$ cat src/cfm_pkg.sv
`default_nettype none
// Shared constants for the configuration word store
package cfm_pkg;

	////////////////////////////////////////////////////////////////////////
	// Geometry
	localparam int CFM_NWORDS = 12;
	localparam int CFM_AW = 24;
	localparam int CFM_DW = 8;
	localparam int CFM_IW = 4;

	////////////////////////////////////////////////////////////////////////
	// Address map (byte addresses in program-memory space)
	localparam logic [23:0] CFM_SPACE_LO = 24'h800000;
	localparam logic [23:0] CFM_SPACE_HI = 24'hffffff;
	localparam logic [23:0] CFM_BOOT_SEGMENT_CONFIG = 24'hf80000;
	localparam logic [23:0] CFM_SECURE_SEGMENT_CONFIG = 24'hf80002;
	localparam logic [23:0] CFM_GENERAL_SEGMENT_CONFIG = 24'hf80004;
	localparam logic [23:0] CFM_OSC_SOURCE_SELECT_CONFIG = 24'hf80006;
	localparam logic [23:0] CFM_OSC_OPTIONS_CONFIG = 24'hf80008;
	localparam logic [23:0] CFM_WATCHDOG_CONFIG = 24'hf8000a;
	localparam logic [23:0] CFM_POWER_ON_CONFIG = 24'hf8000c;
	localparam logic [23:0] CFM_DEBUG_CONFIG = 24'hf8000e;
	localparam logic [23:0] CFM_USER_UNIT_ID_BYTE0 = 24'hf80010;
	localparam logic [23:0] CFM_USER_UNIT_ID_BYTE1 = 24'hf80012;
	localparam logic [23:0] CFM_USER_UNIT_ID_BYTE2 = 24'hf80014;
	localparam logic [23:0] CFM_USER_UNIT_ID_BYTE3 = 24'hf80016;
	localparam logic [11:0][23:0] CFM_WORD_ADDR = {
		CFM_USER_UNIT_ID_BYTE3, CFM_USER_UNIT_ID_BYTE2,
		CFM_USER_UNIT_ID_BYTE1, CFM_USER_UNIT_ID_BYTE0,
		CFM_DEBUG_CONFIG, CFM_POWER_ON_CONFIG, CFM_WATCHDOG_CONFIG,
		CFM_OSC_OPTIONS_CONFIG, CFM_OSC_SOURCE_SELECT_CONFIG,
		CFM_GENERAL_SEGMENT_CONFIG, CFM_SECURE_SEGMENT_CONFIG,
		CFM_BOOT_SEGMENT_CONFIG};

	// Word indices with special handling
	localparam logic [3:0] CFM_IDX_BOOT = 4'h0;
	localparam logic [3:0] CFM_IDX_SECURE = 4'h1;
	localparam logic [3:0] CFM_IDX_GENERAL = 4'h2;
	localparam logic [3:0] CFM_IDX_POR = 4'h6;
	localparam logic [3:0] CFM_IDX_UID0 = 4'h8;
	localparam logic [3:0] CFM_IDX_LAST = 4'hb;

	////////////////////////////////////////////////////////////////////////
	// Bit layout: implemented bits and bits that always read as one
	localparam logic [11:0][7:0] CFM_IMPL_MASK = {
		8'hff, 8'hff, 8'hff, 8'hff, 8'he3, 8'hf7,
		8'hdf, 8'he7, 8'h87, 8'h07, 8'hcf, 8'hcf};
	localparam logic [11:0][7:0] CFM_FORCE_ONE = {
		8'h00, 8'h00, 8'h00, 8'h00, 8'h00, 8'he0,
		8'h00, 8'h00, 8'h00, 8'h00, 8'h00, 8'h00};
	localparam logic [7:0] CFM_ABSENT_DATA = 8'hff;
	localparam logic [7:0] CFM_UNMAPPED_DATA = 8'h00;
	localparam int CFM_PWRT_LSB = 0;
	localparam int CFM_PWRT_W = 3;

	////////////////////////////////////////////////////////////////////////
	// Timing
	localparam int CFM_MCLK_HZ = 20000000;
	localparam int CFM_MS_PER_S = 1000;
	localparam int CFM_CYC_PER_MS = CFM_MCLK_HZ / CFM_MS_PER_S;
	localparam int CFM_TW = 24;
	// Power-up timer period in ms per field code
	localparam logic [7:0][7:0] CFM_PWRT_MS = {
		8'h80, 8'h40, 8'h20, 8'h10, 8'h08, 8'h04, 8'h02, 8'h00};
	// Oscillator periods before the clock counts as valid
	localparam logic [23:0] CFM_OST_PERIODS = 24'h000400;

	////////////////////////////////////////////////////////////////////////
	// Sequencer states
	typedef enum logic [3:0] {
		CFM_ST_LOAD = 4'h1,
		CFM_ST_OST = 4'h2,
		CFM_ST_PWRT = 4'h4,
		CFM_ST_RUN = 4'h8
	} cfm_state_type;

endpackage
`default_nettype wire

$ cat src/cfm_config_fuse_map.sv
// Function
// - programmed bit reads 0, erased reads 1
// - words from 0xF80000 at even addresses
// - config space reachable only by table access
// - unimplemented bits read as 0
// - absent secure word reads 0xFF
// - power-on reserved upper bits read 1
// - power-up timer period selectable 0 or 2..128 ms
// - wait 1024 oscillator periods at start
`timescale 1ns/1ps
`default_nettype none
module cfm_config_fuse_map
	import cfm_pkg::*;
#(
	// Clock cycles per ms of power-up delay; shorten in simulation
	parameter int PWRT_CYC_PER_MS = CFM_CYC_PER_MS
)
(
	input wire logic mclk_i,
	input wire logic rst_n_i,
	input wire logic osc_i,
	input wire logic small_variant_i,
	input wire logic tbl_rd_i,
	input wire logic tbl_wr_i,
	input wire logic [CFM_AW-1:0] tbl_addr_i,
	input wire logic [CFM_DW-1:0] tbl_wdata_i,
	output logic [CFM_DW-1:0] tbl_rdata_o,
	output logic tbl_ack_o,
	output logic tbl_err_o,
	output logic [CFM_IW-1:0] nv_addr_o,
	input wire logic [CFM_DW-1:0] nv_rdata_i,
	output logic nv_wr_o,
	output logic [CFM_DW-1:0] nv_wdata_o,
	output logic [CFM_NWORDS*CFM_DW-1:0] cfg_words_o,
	output logic osc_valid_o,
	output logic sys_rst_n_o
);

	////////////////////////////////////////////////////////////////////////
	// State
	typedef struct packed {
		cfm_state_type st; // Start-up sequencer
		logic [11:0][7:0] words; // Stored configuration words
		logic [7:0] rdata; // Table read answer
		logic ack; // Table access answered
		logic err; // Table access refused
		logic [3:0] nv_addr; // Storage word index
		logic nv_wr; // Storage write strobe
		logic [7:0] nv_wdata; // Storage write data
		logic [95:0] cfg; // Effective words to the control logic
		logic osc_valid; // Oscillator has settled
		logic sys_rst_n; // Device reset release
		logic osc_d; // Delayed oscillator level for edges
	} cfm_core_type;

	cfm_core_type r;
	cfm_core_type n;

	logic osc_s; // Oscillator after synchroniser
	logic small_s; // Variant strap after synchroniser
	logic ost_load; // Start the start-up wait
	logic pwrt_load; // Start the power-up delay
	logic ost_done; // Start-up wait over
	logic pwrt_done; // Power-up delay over
	logic osc_rise; // One mclk per oscillator period
	logic [CFM_TW-1:0] pwrt_count; // Power-up delay in mclk cycles
	logic hit; // Address names a word
	logic [3:0] hidx; // Index of that word
	logic [11:0][7:0] eff; // Words as software sees them

	////////////////////////////////////////////////////////////////////////
	// Pin inputs cross into mclk
	cfm_sync u_osc_sync (
		.mclk_i(mclk_i),
		.rst_n_i(rst_n_i),
		.d_i(osc_i),
		.q_o(osc_s)
	);

	cfm_sync u_small_sync (
		.mclk_i(mclk_i),
		.rst_n_i(rst_n_i),
		.d_i(small_variant_i),
		.q_o(small_s)
	);

	// Edge of the settled oscillator level; the oscillator must run
	// below half of mclk or periods are missed
	assign osc_rise = osc_s && !r.osc_d;

	// Period picked by the power-on word's timer field
	assign pwrt_count = CFM_TW'(
		CFM_PWRT_MS[r.words[CFM_IDX_POR][CFM_PWRT_LSB +: CFM_PWRT_W]] *
		PWRT_CYC_PER_MS);

	////////////////////////////////////////////////////////////////////////
	// Start-up timers: one counts oscillator periods, one mclk cycles
	cfm_timer u_ost (
		.mclk_i(mclk_i),
		.rst_n_i(rst_n_i),
		.load_i(ost_load),
		.count_i(CFM_OST_PERIODS),
		.tick_i(osc_rise),
		.done_o(ost_done)
	);

	cfm_timer u_pwrt (
		.mclk_i(mclk_i),
		.rst_n_i(rst_n_i),
		.load_i(pwrt_load),
		.count_i(pwrt_count),
		.tick_i(1'b1),
		.done_o(pwrt_done)
	);

	////////////////////////////////////////////////////////////////////////
	// Address decode and read-back values
	always_comb
	begin
		hit = 1'b0;
		hidx = '0;
		// Words sit at consecutive even addresses from the base
		for (int i = 0; i < CFM_NWORDS; i++)
		begin
			if (tbl_addr_i == CFM_WORD_ADDR[i])
			begin
				hit = 1'b1;
				hidx = 4'(i);
			end
		end
		for (int i = 0; i < CFM_NWORDS; i++)
		begin
			// Stored bits as-is: programmed 0, erased 1
			// Unimplemented bits masked to 0
			// Reserved power-on bits forced to 1
			eff[i] = (r.words[i] & CFM_IMPL_MASK[i]) | CFM_FORCE_ONE[i];
		end
		// Small variant has no secure word
		if (small_s)
			eff[CFM_IDX_SECURE] = CFM_ABSENT_DATA;
	end

	////////////////////////////////////////////////////////////////////////
	// Next state: sequencer and table access
	always_comb
	begin
		n = r;
		ost_load = 1'b0;
		pwrt_load = 1'b0;
		n.ack = 1'b0;
		n.err = 1'b0;
		n.nv_wr = 1'b0;
		n.osc_d = osc_s;
		n.cfg = eff;
		unique case (r.st)
			CFM_ST_LOAD:
			begin
				// Copy storage word by word; device stays in reset
				n.words[r.nv_addr] = nv_rdata_i;
				if (r.nv_addr == CFM_IDX_LAST)
				begin
					n.st = CFM_ST_OST;
					ost_load = 1'b1;
				end
				else
					n.nv_addr = r.nv_addr + 1'b1;
			end
			CFM_ST_OST:
			begin
				// Clock valid only after the full oscillator wait
				if (ost_done)
				begin
					n.st = CFM_ST_PWRT;
					n.osc_valid = 1'b1;
					pwrt_load = 1'b1;
				end
			end
			CFM_ST_PWRT:
			begin
				// Release reset when the selected period ends
				if (pwrt_done)
				begin
					n.st = CFM_ST_RUN;
					n.sys_rst_n = 1'b1;
				end
			end
			CFM_ST_RUN:
			begin
				// Table access is served from here
			end
		endcase
		if (tbl_rd_i || tbl_wr_i)
		begin
			n.ack = 1'b1;
			n.rdata = '0;
			// Outside the space, or before release: refused
			if (r.st != CFM_ST_RUN || tbl_addr_i < CFM_SPACE_LO)
				n.err = 1'b1;
			else if (tbl_rd_i)
				n.rdata = hit ? eff[hidx] : CFM_UNMAPPED_DATA;
			else if (hit)
			begin
				// Stored as written; the programming agent must keep
				// the reserved debug bits at one
				n.words[hidx] = tbl_wdata_i;
				n.nv_wr = 1'b1;
				n.nv_addr = hidx;
				n.nv_wdata = tbl_wdata_i;
			end
		end
	end

	////////////////////////////////////////////////////////////////////////
	// State register; all words read erased until loaded
	always_ff @(posedge mclk_i or negedge rst_n_i)
	begin
		if (!rst_n_i)
		begin
			r <= '0;
			r.st <= CFM_ST_LOAD;
			r.words <= '1;
		end
		else
			r <= n;
	end

	// Outputs straight from flops
	assign tbl_rdata_o = r.rdata;
	assign tbl_ack_o = r.ack;
	assign tbl_err_o = r.err;
	assign nv_addr_o = r.nv_addr;
	assign nv_wr_o = r.nv_wr;
	assign nv_wdata_o = r.nv_wdata;
	assign cfg_words_o = r.cfg;
	assign osc_valid_o = r.osc_valid;
	assign sys_rst_n_o = r.sys_rst_n;

	////////////////////////////////////////////////////////////////////////
	// Checking helpers: counts observed during start-up
	logic [4:0] ld_cnt; // Cycles spent loading
	logic [CFM_TW-1:0] ost_edges; // Edges counted while waiting
	logic [CFM_TW-1:0] pwrt_cyc; // Cycles in the delay state
	logic [CFM_TW-1:0] pwrt_exp; // Delay that was loaded

	always_ff @(posedge mclk_i or negedge rst_n_i)
	begin
		if (!rst_n_i)
		begin
			ld_cnt <= '0;
			ost_edges <= '0;
			pwrt_cyc <= '0;
			pwrt_exp <= '0;
		end
		else
		begin
			if (r.st == CFM_ST_LOAD)
				ld_cnt <= ld_cnt + 1'b1;
			if (r.st == CFM_ST_OST && osc_rise && !ost_done)
				ost_edges <= ost_edges + 1'b1;
			if (r.st == CFM_ST_PWRT)
				pwrt_cyc <= pwrt_cyc + 1'b1;
			if (pwrt_load)
				pwrt_exp <= pwrt_count;
		end
	end
endmodule
`default_nettype wire

$ cat src/cfm_sync.sv
`timescale 1ns/1ps
`default_nettype none
// Two-flop synchroniser for one asynchronous level
module cfm_sync
	import cfm_pkg::*;
(
	input wire logic mclk_i,
	input wire logic rst_n_i,
	input wire logic d_i,
	output logic q_o
);

	typedef struct packed {
		logic s1; // First stage, read only by the second
		logic s2; // Second stage, safe to use
	} cfm_sync_type;

	cfm_sync_type r;
	cfm_sync_type n;

	////////////////////////////////////////////////////////////////////////
	// Next state: shift the level through
	always_comb
	begin
		n = r;
		n.s1 = d_i;
		n.s2 = r.s1;
	end

	// State register
	always_ff @(posedge mclk_i or negedge rst_n_i)
	begin
		if (!rst_n_i)
			r <= '0;
		else
			r <= n;
	end

	assign q_o = r.s2;

endmodule
`default_nettype wire

$ cat src/cfm_timer.sv
`timescale 1ns/1ps
`default_nettype none
// Down counter: loaded with a count, steps on each tick, flags done
module cfm_timer
	import cfm_pkg::*;
(
	input wire logic mclk_i,
	input wire logic rst_n_i,
	input wire logic load_i,
	input wire logic [CFM_TW-1:0] count_i,
	input wire logic tick_i,
	output logic done_o
);

	typedef struct packed {
		logic [CFM_TW-1:0] cnt; // Ticks still to come
		logic done; // Idle or expired
	} cfm_timer_type;

	cfm_timer_type r;
	cfm_timer_type n;

	////////////////////////////////////////////////////////////////////////
	// Next state
	always_comb
	begin
		n = r;
		if (load_i)
		begin
			// A zero count expires at once
			n.cnt = count_i;
			n.done = (count_i == '0);
		end
		else if (tick_i && !r.done)
		begin
			n.cnt = r.cnt - 1'b1;
			n.done = (r.cnt == CFM_TW'(1));
		end
	end

	// State register; idle counts as done
	always_ff @(posedge mclk_i or negedge rst_n_i)
	begin
		if (!rst_n_i)
			r <= '{cnt: '0, done: 1'b1};
		else
			r <= n;
	end

	assign done_o = r.done;

endmodule
`default_nettype wire

$ cat config.mk
export PLATFORM = sky130hd
export DESIGN_NAME = cfm_config_fuse_map
export DESIGN_NICKNAME = d
export VERILOG_FILES = /design/src/cfm_pkg.sv /design/src/cfm_config_fuse_map.sv /design/src/cfm_sync.sv /design/src/cfm_timer.sv
export SDC_FILE = /design/constraint.sdc
export NUM_CORES = 1
export LEC_CHECK = 0
export ABC_AREA = 1
export ABC_CLOCK_PERIOD_IN_PS = 4400
export BUFFER_PORTS_ARGS = -buffer_cell sky130_fd_sc_hd__buf_2
export CAP_MARGIN = 20
export CORE_ASPECT_RATIO = 0.6
export CORE_MARGIN = 5
export CORE_UTILIZATION = 35
export DETAILED_ROUTE_END_ITERATION = 16
export HOLD_SLACK_MARGIN = 0.1
export PLACE_DENSITY = 0.6
export SYNTH_ARGS = -nofsm -noshare
export SYNTH_HDL_FRONTEND = slang
export SYNTH_SLANG_ARGS = --single-unit
$ cat constraint.sdc
create_clock -name mclk_i -period 4.4 [get_ports mclk_i]
set_input_delay 0.22 -clock mclk_i [delete_from_list [all_inputs] [get_ports mclk_i]]
set_output_delay 0.22 -clock mclk_i [all_outputs]
set_load 0.05 [all_outputs]
==> metrics, run 1 <==
Synth async-reset ratio 100%; Seq/Total Area, Yosys approximately 46%; Final min period 4.10 ns; final worst path period share between 90 and 100%; Pwr per Cell Area ~340 mW/mm^2; fmax 244 MHz; cts bufs inserted 25; final hold vios 0; Total GRT Usage a little under a fifth; root buf cell clkbuf_16; share of cells above drive strength 1 approximately a fifth; post-detail-place hpwl 28000 um; clock sink total roughly 230; slew of the pin with the lowest slew margin approximately 1.0 ns; Core Rows 54; Synth Flop Type dfrtp_1; Area Overhead vs Synth 11.8%; pre-CTS WS around 0.32 ns; Slew headroom between 30% and 40%; Port-buffer cells between 100 and 150; met1 GRT Util a little over a quarter; CP Launch Type register; Starting DRT DRC Count around 940; CTS tree done; fin. max-slew vios 0; Core Area between 0.03 and 0.04 sq mm; status completed; postcts setup bufs 0; DR DRC count 0; WP data required just under 5 ns; Fin Clk Skew 0.0218 ns; synth top area cells dfrtp_1 31%, dfstp_2 16%, buf_4 7.1%; initial core utilization a little over a third; Hold Path Class in2reg; most frequent cells in the layout 238 x nand2_1, 189 x nor2_1, 156 x dfrtp_1; I/O pin cnt between 150 and 200; layout net count 1640; die area slightly above 0.04 sq mm; Antenna Nets Post-Route 0; post-synth top area cell dfrtp_1; global route total overflow 0; GR Util met2 approximately a quarter; RSZ-0062 raised after global routing no; final cell count without fillers ~2000; worst setup margin between 0.3 and 0.4 ns; Seq cells post-synth 232; VDD IR max around 0.00023 V; worst reg-to-reg path cell count 16; Warnings, synthesis 0; number of synthesized flops with an enable pin 0; # H-tree levels 1; largest net degree at the start of global routing 78; final wirelength 37500 um; crit end category register; first-pass GRT wire length about 57000 um; post_cts resized 0; Crit Path Category reg2reg; Post-Syn Instances between 1000 and 1500; top cell type's share of synthesized area around 30%; GR Util met3 around 4.4%; commonest non-fill, non-tap cell in the layout nand2_1; Crit Path Max Fanout 6; Worst Hold Depth 3; vias in the first global route roughly 9600; clk_lat worst skew 0.55 ns; synthesized area per cell 8.60 sq um; total negative slack 0 ns; Routed WL per cell 18.4 um; Min Hold Slack roughly 0.13 ns; Final setup viols 0; Die Y 158 um; Die Wd 256 um; Synth cell types 54; vias approximately 10000; Critical Path AT between 4 and 5 ns; clock slew at the register clock pins of the worst setup and hold paths roughly 0.070 ns; Routability Congestion ~0.92; Synth Cell Area 0.0127 sq mm; vias per cell a little under 5; DP Cell Count 1976; clock buffer depth 3; Pleak 7.04 nW; initial antenna violation count 0; max-cap viol count 0; count of TritonRoute iterations in the first routing pass 6; busiest grt layer met1
==> layer usage <==
metal / part of all wire (%) / routed length [um]
met5: 0 / 0
met2: 42 / 15600
met4: 2.7 / 1000
met3: 9.4 / 3520
met1: 46 / 17300
==> report_power, final <==
part / switching (mW) / leakage (nW) / internal (mW)
Clock: 0.929 / 0.412 / 1.27
Combinational: 0.266 / 3.94 / 0.0880
Sequential: 0.0538 / 2.69 / 2.21
Total: 1.25 / 7.04 / 3.57
==> final cells by class <==
cell class	count	area, sq um
diodes	1	2.50
repair buffers	176	1020
clock inverters	15	184
fillers	3717	21900
clock buffers	30	664
well taps	476	596
multi-input cells	953	5240
inverters	161	607
flip-flops and latches	232	5900
==> cells in the mapped netlist (3+ instances only) <==
master / instances
a21oi_1: 86
a31oi_1: 7
buf_2: 7
buf_4: 121
clkbuf_1: 22
clkinv_1: 3
dfrtp_1: 156
dfstp_2: 76
fa_1: 4
ha_1: 41
inv_1: 152
inv_2: 5
mux2i_1: 40
nand2_1: 238
nand2_2: 5
nand2_4: 4
nand3_1: 74
nand3b_1: 3
nand4_1: 26
nor2_1: 189
nor2_2: 9
nor2_4: 10
nor2_8: 3
nor3_1: 13
nor3_2: 3
nor4_1: 8
o211ai_1: 10
o21ai_0: 90
o21ai_1: 7
o221ai_1: 8
or2_2: 5
xnor2_1: 8
xor2_1: 16
==> state kept, by name, indices dropped and copies added (netlist names), 4 cells and up <==
signal / count
u_pwrt.r: 24
eff: 67
nv_wdata_o: 8
u_ost.r: 24
cfg_words_o: 75
nv_addr_o: 4
tbl_rdata_o: 8
r: 11
==> repair_timing <==
item	in CTS	in global routing
endpoints found under the hold margin	105	0
hold buffers	22	0
setup endpoints to repair	0	1
==> worst paths after layout <==
path / slack, ns / from / endpoint
worst max register to register: 0.30 / eff[49] / u_pwrt.done_o
worst min-delay path: 0.13 / nv_rdata_i[2] / eff[42]
min in group asynchronous: 0.24 / rst_n_i / osc_valid_o
worst max-delay path: 0.30 / eff[49] / u_pwrt.done_o
max in group asynchronous: 2.92 / rst_n_i / cfg_words_o[71]
worst min register to register: 0.35 / u_osc_sync.n[0] / u_osc_sync.q_o
==> stage by stage <==
| stage | power, mW | utilization, % | cell area, sq um |
|---|---|---|---|
| 3_5_place_dp | 2.64 | 36.4 | 13100 |
| 6_report | 4.82 | 39.4 | 14200 |
| 2_1_floorplan | 2.52 | - | 12800 |
| 5_1_grt | 5.01 | 39.4 | 14200 |
| 4_1_cts | 4.88 | 39.4 | 14200 |
| 3_3_place_gp | 2.64 | 36.4 | 13100 |
==> worst max-delay path: stages (launching register included) <==
cell	delay, ns
dfstp_2	0.58
inv_1	0.09
nor2_1	0.12
inv_1	0.05
nor2_1	0.19
ha_1	0.28
ha_1	0.29
fa_1	0.40
ha_1	0.30
inv_1	0.06
fa_1	0.58
nand2_1	0.06
a2111oi_0	0.34
o2111ai_1	0.27
nor3_1	0.23
nand3b_1	0.10
nand2_1	0.07
==> cells by family after synthesis <==
kind of cell	synth area share (%)
and+or+nand+nor	21.0
muxes	3.15
adders and majority gates	4.67
other	0.0591
DFF	46.4
buffers and inverters	13.0
xor gates and xnor gates	1.65
AOI/OAI and AO/OA	10.0
Note: power is estimated with default switching activity, not from simulation.
==> run 2, diff against run 1 <==
--- a/config.mk
+++ b/config.mk
@@ -14,6 +14,7 @@
 export CORE_UTILIZATION = 35
 export DETAILED_ROUTE_END_ITERATION = 16
 export HOLD_SLACK_MARGIN = 0.1
+export MAX_ROUTING_LAYER = met4
 export PLACE_DENSITY = 0.6
 export SYNTH_ARGS = -nofsm -noshare
 export SYNTH_HDL_FRONTEND = slang
==> metrics, run 2 (same netlist as run 1, synthesis figures left out) <==
flip-flop count of the largest register after layout 75; final hold vios 0; Starting DRT DRC Count approximately 1100; Routed WL per cell approximately 18 um; status completed; Pwr per Cell Area between 300 and 400 mW/mm^2; commonest non-fill, non-tap cell in the layout nand2_1; Critical Path AT approximately 4.5 ns; final worst path period share approximately 92%; Core Area 0.0361 sq mm; Die Wd between 200 and 300 um; Die Y around 160 um; vias in the first global route slightly below 10000; Area Overhead vs Synth 12.6%; vias just over 10000; post_cts resized 0; count of TritonRoute iterations in the first routing pass 7; R2R Path Start eff[49]; die area between 0.04 and 0.05 sq mm; Slew headroom between 30 and 40%; vias per cell between 4 and 5; Hold Crit Endpoint tbl_ack_o; root buf cell clkbuf_16; Crit Path Max Fanout 6; Crit Path Category reg2reg; Fin Clk Skew between 0.015 and 0.02 ns; fmax approximately 250 MHz; Total GRT Usage approximately a fifth; global route total overflow 0; worst setup margin between 0.3 and 0.4 ns; Antenna Nets Post-Route 0; Placed Area 0.0131 sq mm; VDD IR max 0.000257 V; CTS tree done; crit end category register; HP Start tbl_rd_i; worst reg-to-reg path cell count 16; RSZ-0062 raised after global routing no; CP Launch Type register; post-detail-place hpwl about 28000 um; design area between 0.01 and 0.015 sq mm; Hold Path Class in2reg; WP data required just under 5 ns; max-cap viol count 0; first-pass GRT wire length just under 60000 um; clock sink total around 230; largest net degree at the start of global routing 119; slew of the pin with the lowest slew margin about 1.0 ns; pre-CTS WS 0.358 ns; Routability Congestion about 0.94; initial core utilization 35.2%; flop2flop setup slack roughly 0.36 ns; cts bufs inserted 24; Core Rows 54; Final min period between 4 and 5 ns; # H-tree levels 1; Port-buffer cells around 150; Final setup viols 0; crit-path cells inv_1, nor2_1, inv_1, nor2_1, ha_1, ha_1, fa_1, ha_1, inv_1, fa_1, nand2_1, a2111oi_0, o2111ai_1, nor3_1, nand3b_1, nand2_1; post-layout util 39.7%; I/O pin cnt 167; fin. max-slew vios 0; Pleak between 7 and 8 nW; Fillers around 3700; clock slew at the register clock pins of the worst setup and hold paths about 0.060 ns; RR Endpoint u_pwrt.done_o; clk_lat worst skew 0.54 ns; clock buffer depth 3; Worst path slowest cell dfstp_2; Worst Hold Depth 3; Max stage delay on crit path between 0.5 and 0.6 ns; DR DRC count 0; layout net count 1640; final wirelength roughly 38000 um; total negative slack 0 ns; most frequent cells in the layout 238 x nand2_1, 189 x nor2_1, 156 x dfrtp_1; initial antenna violation count 1; worst path buffer plus inverter count 3; postcts setup bufs 0; critical path's top delay family adder cells; share of cells above drive strength 1 between 20% and 30%
-- run 2: worst max-delay path by stage --
stage,cells past startpoint,endpoint,from
finish,16,u_pwrt.done_o,eff[49]
global route,16,u_pwrt.done_o,eff[49]
floorplan,19,u_pwrt.r[22],eff[50]
CTS,16,u_pwrt.done_o,eff[49]
detailed placement,16,u_pwrt.done_o,eff[49]
global placement,16,u_pwrt.done_o,eff[49]
-- run 2: stage by stage --
| step | hold WS [ns] | cells | power [mW] |
|---|---|---|---|
| after global routing | 0.172 | 2043 | 5.23 |
| after global placement | 0.331 | 1976 | 2.64 |
| after floorplan | -0.0756 | 1499 | 2.52 |
| after CTS | 0.142 | 2043 | 5.08 |
| after detailed placement | 0.329 | 1976 | 2.64 |
| final | 0.150 | 2044 | 5.03 |
-- run 2: cell type report --
| cell class | instances | area [sq um] | area share, % |
|---|---|---|---|
| sequential | 232 | 5900 | 41.2 |
| multi-input combinational | 953 | 5240 | 36.6 |
| timing repair buffer | 177 | 1030 | 7.17 |
| clock buffer | 29 | 671 | 4.69 |
| inverter | 161 | 607 | 4.24 |
| tap | 476 | 596 | 4.16 |
| clock inverter | 15 | 268 | 1.87 |
| antenna | 1 | 2.50 | 0.0175 |
-- run 2: worst min-delay path: stages --
cell and delay, ns:
buf_2 0.10, nor2_1 0.22, inv_1 0.10
-- run 2: where the power goes --
| part | switching, mW | internal, mW |
|---|---|---|
| sequential | 0.0539 | 2.21 |
| combinational | 0.266 | 0.0883 |
| clock | 0.903 | 1.50 |
| total | 1.22 | 3.80 |
-- run 2: repair_timing --
action / in CTS / in global routing
endpoints found under the setup margin: 0 / 1
hold buffers: 23 / 0
hold endpoints to repair: 106 / 0
-- run 2: routing by layer --
layer	up-vias	routed length (um)	track usage (%)
met5	-	0	-
met2	355	15900	27.4
li1	4835	-	-
met4	0	825	4.24
met3	56	2950	4.16
met1	4870	18100	27.3
==> run 3, diff against run 2 <==
--- a/config.mk
+++ b/config.mk
@@ -15,7 +15,7 @@
 export DETAILED_ROUTE_END_ITERATION = 16
 export HOLD_SLACK_MARGIN = 0.1
 export MAX_ROUTING_LAYER = met4
-export PLACE_DENSITY = 0.6
+export PLACE_DENSITY = 0.52
 export SYNTH_ARGS = -nofsm -noshare
 export SYNTH_HDL_FRONTEND = slang
 export SYNTH_SLANG_ARGS = --single-unit
==> metrics, run 3 (same netlist as run 1, synthesis figures left out) <==
count of TritonRoute iterations in the first routing pass 5; fmax around 250 MHz; commonest non-fill, non-tap cell in the layout nand2_1; clk_lat worst skew between 0.5 and 0.6 ns; VDD IR max ~0.00023 V; clock slew at the register clock pins of the worst setup and hold paths approximately 0.060 ns; root buf cell clkbuf_16; Hold Crit Endpoint tbl_ack_o; Critical Path AT ~4.6 ns; HP Start tbl_wr_i; Total GRT Usage 19.4%; sw power roughly 1.2 mW; Area Overhead vs Synth 12.1%; Fin Clk Skew between 0.01 and 0.015 ns; most frequent cells in the layout 238 x nand2_1, 189 x nor2_1, 156 x dfrtp_1; CP Launch Type register; worst setup margin 0.320 ns; status completed; clock sink total 232; DP Cell Count 1977; max-cap viol count 0; sequential share of power about 46%; WP data required 4.88 ns; crit end category register; pre-CTS WS between 0.1 and 0.15 ns; # H-tree levels 1; largest net degree at the start of global routing 111; layout net count about 1600; Die Wd ~260 um; final wirelength 38900 um; share of cells above drive strength 1 around 20%; flip-flop count of the largest register after layout 75; post-detail-place hpwl ~29000 um; vias in the first global route ~9600; vias per cell around 4.9; final cell count without fillers about 2000; Starting DRT DRC Count roughly 900; Routed WL per cell around 19 um; clock buffer depth 3; fin. max-slew vios 0; Slew headroom a little over 40%; Hold Path Class in2reg; initial antenna violation count 1; initial core utilization 35.2%; Antenna Nets Post-Route 0; clock share of power 46.2%; R2R Path Start eff[49]; Die Y about 160 um; Crit Path Category reg2reg; logic gate share of total power 7.3%; DR DRC count 0; Worst path slowest cell dfstp_2; switching part of the total roughly a quarter; Port-buffer cells roughly 150; Max stage delay on crit path around 0.60 ns; worst reg-to-reg path cell count 16; flop2flop setup slack around 0.32 ns; Int Pwr 3.66 mW; Crit Path Max Fanout 6; Final setup viols 0; Pwr per Cell Area roughly 340 mW/mm^2; slew of the pin with the lowest slew margin between 0.8 and 0.9 ns; die area roughly 0.040 sq mm; Routability Congestion about 0.9; postcts setup bufs 0; RR Endpoint u_pwrt.done_o; global route total overflow 0; first-pass GRT wire length a little under 60000 um; Final min period ~4.1 ns; I/O pin cnt about 170; crit-path cells inv_1, nor2_1, inv_1, nor2_1, ha_1, ha_1, fa_1, ha_1, inv_1, fa_1, nand2_1, a2111oi_2, o2111ai_1, nor3_1, nand3b_1, nand2_1; CTS tree done; final hold vios 0; final worst path period share 92.7%; Core Rows 54; Worst Hold Depth 4; Pleak just over 7 nW; cts bufs inserted 25; vias about 10000; Core Area around 0.036 sq mm
## run 3: cell types whose count changed in the layout (fill, tap and decap cells not counted), moves of 2 or more
cell | previous run | this run
clkbuf_1 | 1 | 9
clkinvlp_4 | 4 | 0
bufinv_16 | 7 | 4
inv_6 | 0 | 3
clkinv_4 | 2 | 0
## run 3: layout make-up
type	count	area, sq um
tap	476	596
timing repair buffer	177	1040
inverter	161	607
fill	3645	21800
sequential	232	5900
multi-input combinational	953	5240
antenna	1	2.50
clock buffer	37	712
clock inverter	8	151
## run 3: worst max path at each step
stage / start / end / slack [ns] / cells after the start
after floorplan: eff[50] / u_pwrt.r[22] / 0.58 / 19
final: eff[49] / u_pwrt.done_o / 0.32 / 16
after detailed placement: eff[49] / u_pwrt.done_o / 0.13 / 16
after global routing: eff[49] / u_pwrt.done_o / -0.03 / 16
after CTS: eff[49] / u_pwrt.done_o / 0.11 / 16
after global placement: eff[49] / u_pwrt.done_o / 0.12 / 16
## run 3: routing by layer
layer	vias up	part of all wire (%)	GRT usage, %	wire, um
met2	327	41	27.4	15800
met1	4812	49	28.0	19100
met3	58	7.9	4.88	3060
met4	0	2.4	4.42	941
met5	-	0	-	0
li1	4825	-	-	-
## run 3: power by group through the flow
| stage | registers, mW | clock network (mW) | logic, mW |
|---|---|---|---|
| floorplan | 2.29 | 0 | 0.236 |
| global placement | 2.30 | 0 | 0.340 |
| global route | 2.27 | 2.41 | 0.394 |
| CTS | 2.27 | 2.32 | 0.361 |
| detailed placement | 2.30 | 0 | 0.347 |
| finish | 2.27 | 2.26 | 0.358 |
## run 3: metrics by stage
step                      total power [mW]  cell area, sq um  TNS, ns  utilization (%)  hold WS, ns
after floorplan                       2.52             12800        0                -      -0.0756
after global placement                2.64             13200        0             36.5        0.220
after CTS                             4.95             14200        0             39.5        0.110
after global routing                  5.08             14200  -0.0339             39.5        0.129
after detailed placement              2.65             13200        0             36.5        0.222
final                                 4.88             14200        0             39.5        0.132
## run 3: repair_timing
| item | in CTS | in global routing |
|---|---|---|
| hold buffers | 22 | 0 |
| endpoints found under the hold margin | 100 | 0 |
| setup endpoints to repair | 0 | 1 |
| resized for setup | 0 | 2 |
## run 3: worst max-delay path: cells and delay by family (launching register included)
family,cells,cell delay (ns)
buf+inv,3,0.23
simple gates,6,0.80
fa+ha+maj,5,1.87
compound gates,2,0.52
flops,1,0.60
